`src/rtl/spdc_pkg.sv`:
```
// ============================================================
// Sleep power-down control: shared constants
package spdc_pkg;

    // ========================================================
    // Clock and timing
    localparam int CLK_PERIOD_NS = 50;       // 20 MHz system clock
    localparam int OSC_PERIOD_NS = 50;       // Crystal period, same clock here
    localparam int OST_TOSC      = 1024;     // Oscillator start-up, in periods
    localparam int OST_CYCLES    =
        (OST_TOSC * OSC_PERIOD_NS + CLK_PERIOD_NS - 1) / CLK_PERIOD_NS;
    localparam int REG_STAB_NS   = 5000;     // Regulator recovery time
    localparam int REG_CYCLES    =
        (REG_STAB_NS + CLK_PERIOD_NS - 1) / CLK_PERIOD_NS;
    localparam int CNT_W         = 11;

    // ========================================================
    // APB register byte offsets
    localparam logic [7:0] OFF_REGCTL = 8'h00;   // regulator_control
    localparam logic [7:0] OFF_STATUS = 8'h04;   // Flags and live state
    localparam logic [7:0] OFF_CONFIG = 8'h08;   // Clock and sleep options

    // ========================================================
    // Field positions
    localparam int REGCTL_RSVD_BIT = 0;          // Reserved, reads one
    localparam int REGCTL_LPS_BIT  = 1;          // regulator_power_mode_sel
    localparam int ST_PD_BIT       = 0;          // power_down_flag
    localparam int ST_TO_BIT       = 1;          // timeout_flag
    localparam int ST_SLEEP_BIT    = 2;
    localparam int ST_LPWR_BIT     = 3;
    localparam int ST_WAKING_BIT   = 4;
    localparam int CFG_XTAL_BIT    = 0;          // Crystal oscillator mode
    localparam int CFG_TWOSPD_BIT  = 1;          // Two-speed start-up
    localparam int CFG_WDTSLP_BIT  = 2;          // Watchdog runs in sleep
    localparam int CFG_ADCRC_BIT   = 3;          // ADC on its own RC clock
    localparam int CFG_T1SRC_LSB   = 4;          // Timer1 source, 2 bits
    localparam int CFG_W           = 6;

    // ========================================================
    // Reset values
    localparam logic       PD_RST     = 1'b1;
    localparam logic       TO_RST     = 1'b1;
    localparam logic       LPS_RST    = 1'b0;
    localparam logic [5:0] CONFIG_RST = 6'h00;

    // Timer1 clock sources; only the system clock stops in sleep
    localparam logic [1:0] T1SRC_SYS  = 2'h0;

    // ========================================================
    // Controller states
    typedef enum logic [1:0] {
        ST_RUN      = 2'h0,
        ST_SLEEP    = 2'h1,
        ST_WAIT_OSC = 2'h2,
        ST_WAIT_REG = 2'h3
    } spdc_state_e;

endpackage : spdc_pkg

```
`src/rtl/spdc_top.sv`:
```
// Register access over APB and the register offsets are this design's own decisions.
`timescale 1ns/100ps
// Operation
// - Sleep is entered only when the core executes the Sleep instruction.
// - On entry clear the watchdog; it keeps running if enabled for sleep.
// - On entry clear the power-down flag and set the timeout flag.
// - CPU clock stops in sleep; the low-frequency oscillator keeps running.
// - Timer1 keeps running in sleep unless clocked from the system clock.
// - The converter keeps working in sleep on its dedicated RC clock.
// - All I/O pins hold their drive state throughout sleep.
// - Reset sources other than the watchdog act the same asleep or awake.
// - Wake on pin reset, brown-out, power-on, watchdog or enabled interrupt.
// - Pin, brown-out and power-on resets reset; the others resume execution.
// - The next instruction is prefetched while Sleep executes.
// - Interrupts wake only when individually enabled, whatever the global enable.
// - With global enable, run the prefetched instruction then the vector.
// - The watchdog is cleared on every wake, whatever the source.
// - Interrupt pending before Sleep makes it a no-op; flags and watchdog kept.
// - Interrupt during or after Sleep: enter, then wake at once.
// - Crystal wake waits 1024 oscillator periods unless two-speed start-up.
// - Software reads the power-down flag to see whether Sleep really ran.
// - Low-power mode bit puts regulator and reference in low power.
// - Low-power sleep adds a stabilisation delay on wake; normal does not.
// - Unregulated variants always sleep lowest-power with no added delay.
// - Mode select is bit 1, resets to zero; bit 0 reads one.
module spdc_top #(
    parameter int N_INT     = 8,
    parameter bit REGULATED = 1'b1
) (
    input  wire logic                     clk,
    input  wire logic                     resetn,
    // APB slave
    input  wire logic                     psel,
    input  wire logic                     penable,
    input  wire logic                     pwrite,
    input  wire logic [7:0]               paddr,
    input  wire logic [31:0]              pwdata,
    output logic      [31:0]              prdata,
    output logic                          pready,
    output logic                          pslverr,
    // Core and event sources
    input  wire logic                     sleep_exec,
    input  wire logic [N_INT-1:0]         int_flags,
    input  wire logic [N_INT-1:0]         int_enables,
    input  wire logic                     global_int_enable,
    input  wire logic                     external_reset_pin,
    input  wire logic                     brownout_reset,
    input  wire logic                     por_reset,
    input  wire logic                     watchdog_timeout,
    // Control outputs
    output logic                          cpu_clk_en,
    output logic                          low_freq_internal_osc_en,
    output logic                          timer1_clk_en,
    output logic                          adc_clk_en,
    output logic                          io_hold,
    output logic                          watchdog_counter_clear,
    output logic                          watchdog_counter_run,
    output logic                          prefetch_next,
    output logic                          resume_exec,
    output logic                          vector_call,
    output logic                          device_reset_req,
    output logic                          regulator_low_power,
    output logic                          sleep_active,
    output logic                          power_down_flag,
    output logic                          timeout_flag
);
    import spdc_pkg::*;

    // ========================================================
    // Parameter checks
    initial begin
        if (N_INT < 1 || N_INT > 32)
            $error("spdc_top: N_INT must be 1 to 32");
        if (OST_CYCLES >= (1 << CNT_W) || REG_CYCLES >= (1 << CNT_W))
            $error("spdc_top: delay counts exceed counter width");
    end

    // ========================================================
    // State
    typedef struct packed {
        spdc_state_e        st;
        logic [CNT_W-1:0]   cnt;
        logic               reg_pending;   // Regulator wait still owed
        logic               wake_gie;      // Global enable seen at wake
        logic               lps;           // regulator_power_mode_sel
        logic [CFG_W-1:0]   cfg;
        logic               pd;
        logic               to;
        logic               cpu_en;
        logic               t1_en;
        logic               adc_en;
        logic               hold;
        logic               wdt_clr;
        logic               wdt_run;
        logic               prefetch;
        logic               resume;
        logic               vec;
        logic               rst_req;
        logic               reg_lp;
        logic               sleeping;
        logic [31:0]        rdata;
        logic               ready;
        logic               slverr;
        logic [CNT_W-1:0]   osc_len;       // Cycles spent in start-up wait
    } spdc_state_s;

    spdc_state_s s_q;
    spdc_state_s s_d;

    // Interrupt wake request, global enable ignored
    function automatic logic int_wake(input logic [N_INT-1:0] f,
                                      input logic [N_INT-1:0] e);
        return |(f & e);
    endfunction : int_wake

    // Oscillator start-up cycles owed before resuming, zero when none owed
    function automatic logic [CNT_W-1:0] osc_wait(input logic [CFG_W-1:0] c);
        if (c[CFG_XTAL_BIT] && !c[CFG_TWOSPD_BIT])
            return CNT_W'(OST_CYCLES);
        return '0;
    endfunction : osc_wait

    logic lp_eff;
    logic reset_src;
    logic cont_wake;
    logic apb_acc;
    logic apb_wr;
    assign lp_eff    = REGULATED ? s_q.lps : 1'b0;
    assign reset_src = external_reset_pin | brownout_reset | por_reset;
    assign cont_wake = watchdog_timeout | int_wake(int_flags, int_enables);
    assign apb_acc   = psel & penable & s_q.ready;
    assign apb_wr    = apb_acc & pwrite;

    // ========================================================
    // Next-state logic
    always_comb begin
        s_d          = s_q;
        s_d.wdt_clr  = 1'b0;
        s_d.prefetch = 1'b0;
        s_d.resume   = 1'b0;
        s_d.vec      = 1'b0;
        s_d.osc_len  = (s_q.st == ST_WAIT_OSC) ? s_q.osc_len + CNT_W'(1) : '0; // Checker only
        // Resets pass through in every state; the watchdog only in run
        s_d.rst_req  = reset_src | (watchdog_timeout & (s_q.st == ST_RUN));

        // APB register writes; hardware flag updates below take priority
        if (apb_wr) begin
            case (paddr)
                OFF_REGCTL: begin
                    if (REGULATED)
                        s_d.lps = pwdata[REGCTL_LPS_BIT];
                end
                OFF_STATUS: begin
                    s_d.pd = pwdata[ST_PD_BIT];
                    s_d.to = pwdata[ST_TO_BIT];
                end
                OFF_CONFIG: s_d.cfg = pwdata[CFG_W-1:0];
                default: ;
            endcase
        end

        case (s_q.st)
            ST_RUN: begin
                if (sleep_exec && !reset_src) begin
                    s_d.prefetch = 1'b1;
                    // Pending enabled interrupt turns Sleep into a no-op
                    if (!int_wake(int_flags, int_enables)) begin
                        s_d.st       = ST_SLEEP;
                        s_d.wdt_clr  = 1'b1;
                        s_d.wdt_run  = s_q.cfg[CFG_WDTSLP_BIT];
                        s_d.pd       = 1'b0;
                        s_d.to       = 1'b1;
                        s_d.cpu_en   = 1'b0;
                        s_d.hold     = 1'b1;
                        s_d.sleeping = 1'b1;
                        s_d.reg_lp   = REGULATED ? s_q.lps : 1'b1;
                        s_d.t1_en    = s_q.cfg[CFG_T1SRC_LSB +: 2] != T1SRC_SYS;
                        s_d.adc_en   = s_q.cfg[CFG_ADCRC_BIT];
                    end
                end
            end
            ST_SLEEP: begin
                if (reset_src) begin
                    // Reset class wake: the reset logic takes over
                    s_d.st       = ST_RUN;
                    s_d.wdt_clr  = 1'b1;
                    s_d.cpu_en   = 1'b1;
                    s_d.hold     = 1'b0;
                    s_d.sleeping = 1'b0;
                    s_d.reg_lp   = 1'b0;
                    s_d.t1_en    = 1'b1;
                    s_d.adc_en   = 1'b1;
                end else if (cont_wake) begin
                    s_d.wdt_clr     = 1'b1;
                    s_d.wake_gie    = global_int_enable;
                    s_d.reg_lp      = 1'b0;
                    s_d.reg_pending = lp_eff;
                    if (osc_wait(s_q.cfg) != '0) begin
                        s_d.st  = ST_WAIT_OSC;
                        s_d.cnt = osc_wait(s_q.cfg) - CNT_W'(1);
                    end else if (lp_eff) begin
                        s_d.st  = ST_WAIT_REG;
                        s_d.cnt = CNT_W'(REG_CYCLES - 1);
                    end else begin
                        // Normal sleep resumes on the next edge
                        s_d.st       = ST_RUN;
                        s_d.resume   = 1'b1;
                        s_d.vec      = global_int_enable;
                        s_d.cpu_en   = 1'b1;
                        s_d.hold     = 1'b0;
                        s_d.sleeping = 1'b0;
                        s_d.t1_en    = 1'b1;
                        s_d.adc_en   = 1'b1;
                    end
                end
            end
            ST_WAIT_OSC, ST_WAIT_REG: begin
                if (reset_src) begin
                    s_d.st       = ST_RUN;
                    s_d.cpu_en   = 1'b1;
                    s_d.hold     = 1'b0;
                    s_d.sleeping = 1'b0;
                    s_d.t1_en    = 1'b1;
                    s_d.adc_en   = 1'b1;
                end else if (s_q.cnt != '0) begin
                    s_d.cnt = s_q.cnt - CNT_W'(1);
                end else if (s_q.st == ST_WAIT_OSC && s_q.reg_pending) begin
                    // Both delays owed: regulator follows oscillator
                    s_d.st  = ST_WAIT_REG;
                    s_d.cnt = CNT_W'(REG_CYCLES - 1);
                end else begin
                    s_d.st          = ST_RUN;
                    s_d.reg_pending = 1'b0;
                    s_d.resume      = 1'b1;
                    s_d.vec         = s_q.wake_gie;
                    s_d.cpu_en      = 1'b1;
                    s_d.hold        = 1'b0;
                    s_d.sleeping    = 1'b0;
                    s_d.t1_en       = 1'b1;
                    s_d.adc_en      = 1'b1;
                end
            end
            default: s_d.st = ST_RUN;
        endcase

        // APB answer: one wait state, then data and ready together
        s_d.ready  = psel & penable & !s_q.ready;
        s_d.slverr = 1'b0;
        s_d.rdata  = '0;
        if (psel && penable && !s_q.ready) begin
            case (paddr)
                OFF_REGCTL: begin
                    s_d.rdata[REGCTL_RSVD_BIT] = 1'b1;
                    s_d.rdata[REGCTL_LPS_BIT]  = lp_eff;
                end
                OFF_STATUS: begin
                    s_d.rdata[ST_PD_BIT]     = s_q.pd;
                    s_d.rdata[ST_TO_BIT]     = s_q.to;
                    s_d.rdata[ST_SLEEP_BIT]  = s_q.sleeping;
                    s_d.rdata[ST_LPWR_BIT]   = s_q.reg_lp;
                    s_d.rdata[ST_WAKING_BIT] = s_q.st[1];
                end
                OFF_CONFIG: s_d.rdata[CFG_W-1:0] = s_q.cfg;
                default:    s_d.slverr = 1'b1;
            endcase
        end
    end

    // ========================================================
    // State register
    always_ff @(posedge clk or negedge resetn) begin
        if (!resetn) begin
            s_q             <= '0;
            s_q.st          <= ST_RUN;
            s_q.lps         <= LPS_RST;
            s_q.cfg         <= CONFIG_RST;
            s_q.pd          <= PD_RST;
            s_q.to          <= TO_RST;
            s_q.cpu_en      <= 1'b1;
            s_q.t1_en       <= 1'b1;
            s_q.adc_en      <= 1'b1;
            s_q.wdt_run     <= 1'b1;
        end else begin
            s_q <= s_d;
        end
    end

    // ========================================================
    // Outputs, all but the oscillator enable straight from the state register
    assign prdata                   = s_q.rdata;
    assign pready                   = s_q.ready;
    assign pslverr                  = s_q.slverr;
    assign cpu_clk_en               = s_q.cpu_en;
    assign low_freq_internal_osc_en = 1'b1;   // never gated by this block
    assign timer1_clk_en            = s_q.t1_en;
    assign adc_clk_en               = s_q.adc_en;
    assign io_hold                  = s_q.hold;
    assign watchdog_counter_clear   = s_q.wdt_clr;
    assign watchdog_counter_run     = s_q.wdt_run;
    assign prefetch_next            = s_q.prefetch;
    assign resume_exec              = s_q.resume;
    assign vector_call              = s_q.vec;
    assign device_reset_req         = s_q.rst_req;
    assign regulator_low_power      = s_q.reg_lp;
    assign sleep_active             = s_q.sleeping;
    assign power_down_flag          = s_q.pd;
    assign timeout_flag             = s_q.to;
endmodule : spdc_top

```
`config.mk`:
```
export PLATFORM = sky130hd
export DESIGN_NAME = spdc_top
export DESIGN_NICKNAME = d
export VERILOG_FILES = /design/src/rtl/spdc_pkg.sv /design/src/rtl/spdc_top.sv
export SDC_FILE = /design/constraint.sdc
export NUM_CORES = 1
export LEC_CHECK = 0
export BUFFER_PORTS_ARGS = -buffer_cell sky130_fd_sc_hd__buf_4
export CAP_MARGIN = 15
export CORE_MARGIN = 10
export CORE_UTILIZATION = 40
export DETAILED_ROUTE_END_ITERATION = 12
export GPL_TIMING_DRIVEN = 0
export MAX_ROUTING_LAYER = met4
export PLACE_DENSITY = 0.74
export RECOVER_POWER = 100
export SLEW_MARGIN = 20
export SYNTH_ARGS = -nofsm -noshare
export SYNTH_HDL_FRONTEND = slang
export SYNTH_SLANG_ARGS = --single-unit
```
`constraint.sdc`:
```
create_clock -name clk -period 2.9 [get_ports clk]
set_input_delay 0.58 -clock clk [delete_from_list [all_inputs] [get_ports clk]]
set_output_delay 0.58 -clock clk [all_outputs]
set_load 0.02 [all_outputs]
```
==> results.py <==
metrics = {
    "outcome": {
        "status": "complete, but fails checks",
        "violations": "max-capacitance violations, max-slew violations",
    },
    "clock_network": {
        "cts_tree": "yes",
        "cts-hold-fix-buffers": 0,
        "cts.htree.levels": 2,
        "post_cts_buffers": 0,
        "path_clk_slew_ns": 0.09,
        "root_buffer": "clkbuf_8",
        "clock_path_buffers": 2,
        "clock_latency_ns": 0.30,
        "cts_buffers": 5,
        "cts_resized": 0,
        "clock-sinks": 44,
    },
    "flow_run": {
        "cap_violations": 1,
    },
    "floorplan": {
        "core_area_mm2": 0.00592,
        "die_w_um": 97.9,
        "rows": 28,
        "die_h_um": 97.9,
        "start_util_pct": 41.0,
        "die_area_mm2": 0.00959,
        "io_pins": 116,
    },
    "logic_synthesis": {
        "synth_top_area_cell": "dfrtp_1",
        "synth_mux_area_share_pct": 7.52,
        "synth_top_family_by_area": "compound AO/OA/AOI/OAI gates",
        "synth_common_cells": "dfrtp_1, buf_4, nor2_1",
        "synth_area_mm2": 0.00243,
        "synth_edf_count": 0,
        "ys_async_sr_fraction_pct": 100,
        "synth_ff_type": "dfrtp_1",
        "ys_types": 44,
        "synth-compound-area-share_pct": 16.6,
        "synth-seq-area-share_pct": 45.6,
        "syn_inst": 252,
        "synthSimpleGateAreaFrac_pct": 15.9,
        "ys_warn_count": 0,
        "synth_top_area_share_pct": 39.2,
        "synth-seq-cells": 44,
        "yosysMostFrequentCell": "dfrtp_1",
        "synth.area.top_cells": "dfrtp_1, buf_4, dfstp_2",
        "syn_area_per_cell_um2": 9.64,
        "yosys.area_share.adder_pct": 0.515,
        "synth-xor-area-share_pct": 0,
    },
    "setup_path": {
        "required_ns": 3.09,
        "worstPathArrival_ns": 2.82,
        "worst_setup_path_start_kind": "register",
        "crit_fanout": 10,
        "setup.worst_path.end_class": "register",
        "crit_type": "reg2reg",
    },
    "global_routing": {
        "grt_max_degree": 45,
        "overflow": 0,
        "grt_pass1_vias": 2076,
        "grt_pass1_wl_mm": 9.88,
        "antenna_found_initial": 0,
        "grtUsageTotal_pct": 12.5,
    },
    "drt": {
        "routed_wl_mm": 5.97,
        "ant_nets": 0,
        "first_iter_violations": 94,
        "wl_per_cell_um": 14.2,
        "vias": 2057,
        "via_per_inst": 4.87,
        "met2_length_mm": 2.75,
        "wl_met3_um": 376,
        "highest_layer": "met4",
        "drt_first_pass_iters": 4,
        "drt-met1-wl_mm": 2.76,
        "drc_errors": 0,
    },
    "final_layout": {
        "diodes": 0,
        "fin_cells": 422,
        "n_fill_cell": 571,
        "drive_above_1_share_pct": 30.0,
        "area_delta_synth_final_pct": 28.5,
        "regArea_mm2": 0.00111,
        "multi_input_area_mm2": 0.00107,
        "utilization_pct": 52.7,
        "fin_nets": 414,
    },
    "sta": {
        "finalHoldViolCount": 0,
        "min_period_over_period_pct": 90.7,
        "final.min_clock_period_ns": 2.63,
        "worst_slack_ns": 0.269,
        "tns_ns": 0,
        "report.final.slew_viol_count": 45,
        "clock_skew_ns": 0.0113,
        "rsz0062_at_grt": "false",
        "finalSetupViolations": 0,
        "fmax_ghz": 0.380,
        "worst_pin_slew_ns": 2.28,
        "max_slew_margin_pct": -52.1,
    },
    "placed_design": {
        "gp_congestion": 0.886,
        "dp_hpwl_mm": 4.76,
        "placedCellCount": 414,
        "io_buffers": 62,
        "place_ws_ns": 0.193,
    },
    "power_and_ir_drop": {
        "irDropWorstVdd_uv": 309,
        "leakage_nw": 1.56,
        "p_total_mw": 1.57,
        "p_per_area_mw_per_mm2": 504,
    },
    "hold_path": {
        "min_path_type": "reg2reg",
    },
}
## stage by stage
stage	instance area, um^2	hold WS (ns)
CTS	3200	0.278
finish	3120	0.468
global placement	3080	0.453
floorplan	2520	0.284
detailed placement	3080	0.452
global route	3120	0.497
## cells by family (layout without fill, tap and decap cells)
family                   count (synthesis)  in the layout
multiplexers                            16             16
flip-flops                              44             44
adder cells (fa/ha/maj)                  1              1
AND/OR/NAND/NOR                         77             77
other                                    2             27
AO/OA/AOI/OAI                           60             60
buffers and inverters                   52            122
## area by class of cell
| type | count | share of cell area [%] |
|---|---|---|
| Clock inverter | 2 | 1.24 |
| Sequential cell | 44 | 35.5 |
| Multi-Input combinational cell | 181 | 34.4 |
| Tap cell | 75 | 3.01 |
| Inverter | 12 | 1.44 |
| Clock buffer | 6 | 2.65 |
| Timing Repair Buffer | 62 | 12.6 |
| Buffer | 40 | 9.06 |
## report_power, final
part / total [mW] / switching (mW) / internal, mW
registers: 0.713 / 0.0346 / 0.678
logic: 0.360 / 0.211 / 0.149
clock network: 0.499 / 0.218 / 0.282
## final timing paths
| check | startpoint | endpoint | slack [ns] | depth (start not counted) |
|---|---|---|---|---|
| max in group asynchronous | resetn | lp_eff | 0.65 | 1 |
| worst min-delay path | cpu_clk_en | cpu_clk_en | 0.47 | 2 |
| worst max register to register | s_q[68] | s_q[68] | 0.27 | 8 |
| worst max-delay path | s_q[68] | s_q[68] | 0.27 | 8 |
| min in group asynchronous | resetn | s_q[72] | 0.95 | 1 |
| worst min register to register | cpu_clk_en | cpu_clk_en | 0.47 | 2 |
## worst max-delay path, cell delays in order (launching register included)
cell and delay [ns]:
dfrtp_1 0.42, inv_1 0.07, ha_1 0.18, or4b_1 0.58
nor4_4 0.42, o21ai_2 0.14, a32o_1 0.25, buf_6 0.15
mux2_1 0.31
## routing by layer
layer  track usage, %  vias up
met3             3.38        8
li1                 -     1010
met2             18.3       84
met5                -        -
met4             5.48        0
met1             15.9      955
## state kept, by name, summed over array words and instances (netlist names)
name	flops
io_hold	1
power_down_flag	1
device_reset_req	1
prdata	6
adc_clk_en	1
regulator_low_power	1
cpu_clk_en	1
prefetch_next	1
timeout_flag	1
pslverr	1
s_q	21
sleep_active	1
watchdog_counter_run	1
lp_eff	1
timer1_clk_en	1
resume_exec	1
vector_call	1
pready	1
watchdog_counter_clear	1
## cells in the final DEF, fill, tap and decap left out, drive strengths merged, types with 2 or more instances in the layout
master and instances:
a21boi 2, a21o 6, a21oi 11, a22o 5
a22oi 7, a31o 2, buf 76, clkbuf 32
conb 27, dfrtp 38, dfstp 6, inv 12
mux2 12, mux2i 4, nand2 19, nand2b 5
nand3 2, nand4 3, nor2 23, nor2b 5
nor3 10, nor4 2, o21ai 16, o21bai 2
or2 2, or3 3
Power figures use the tool's default switching activity.
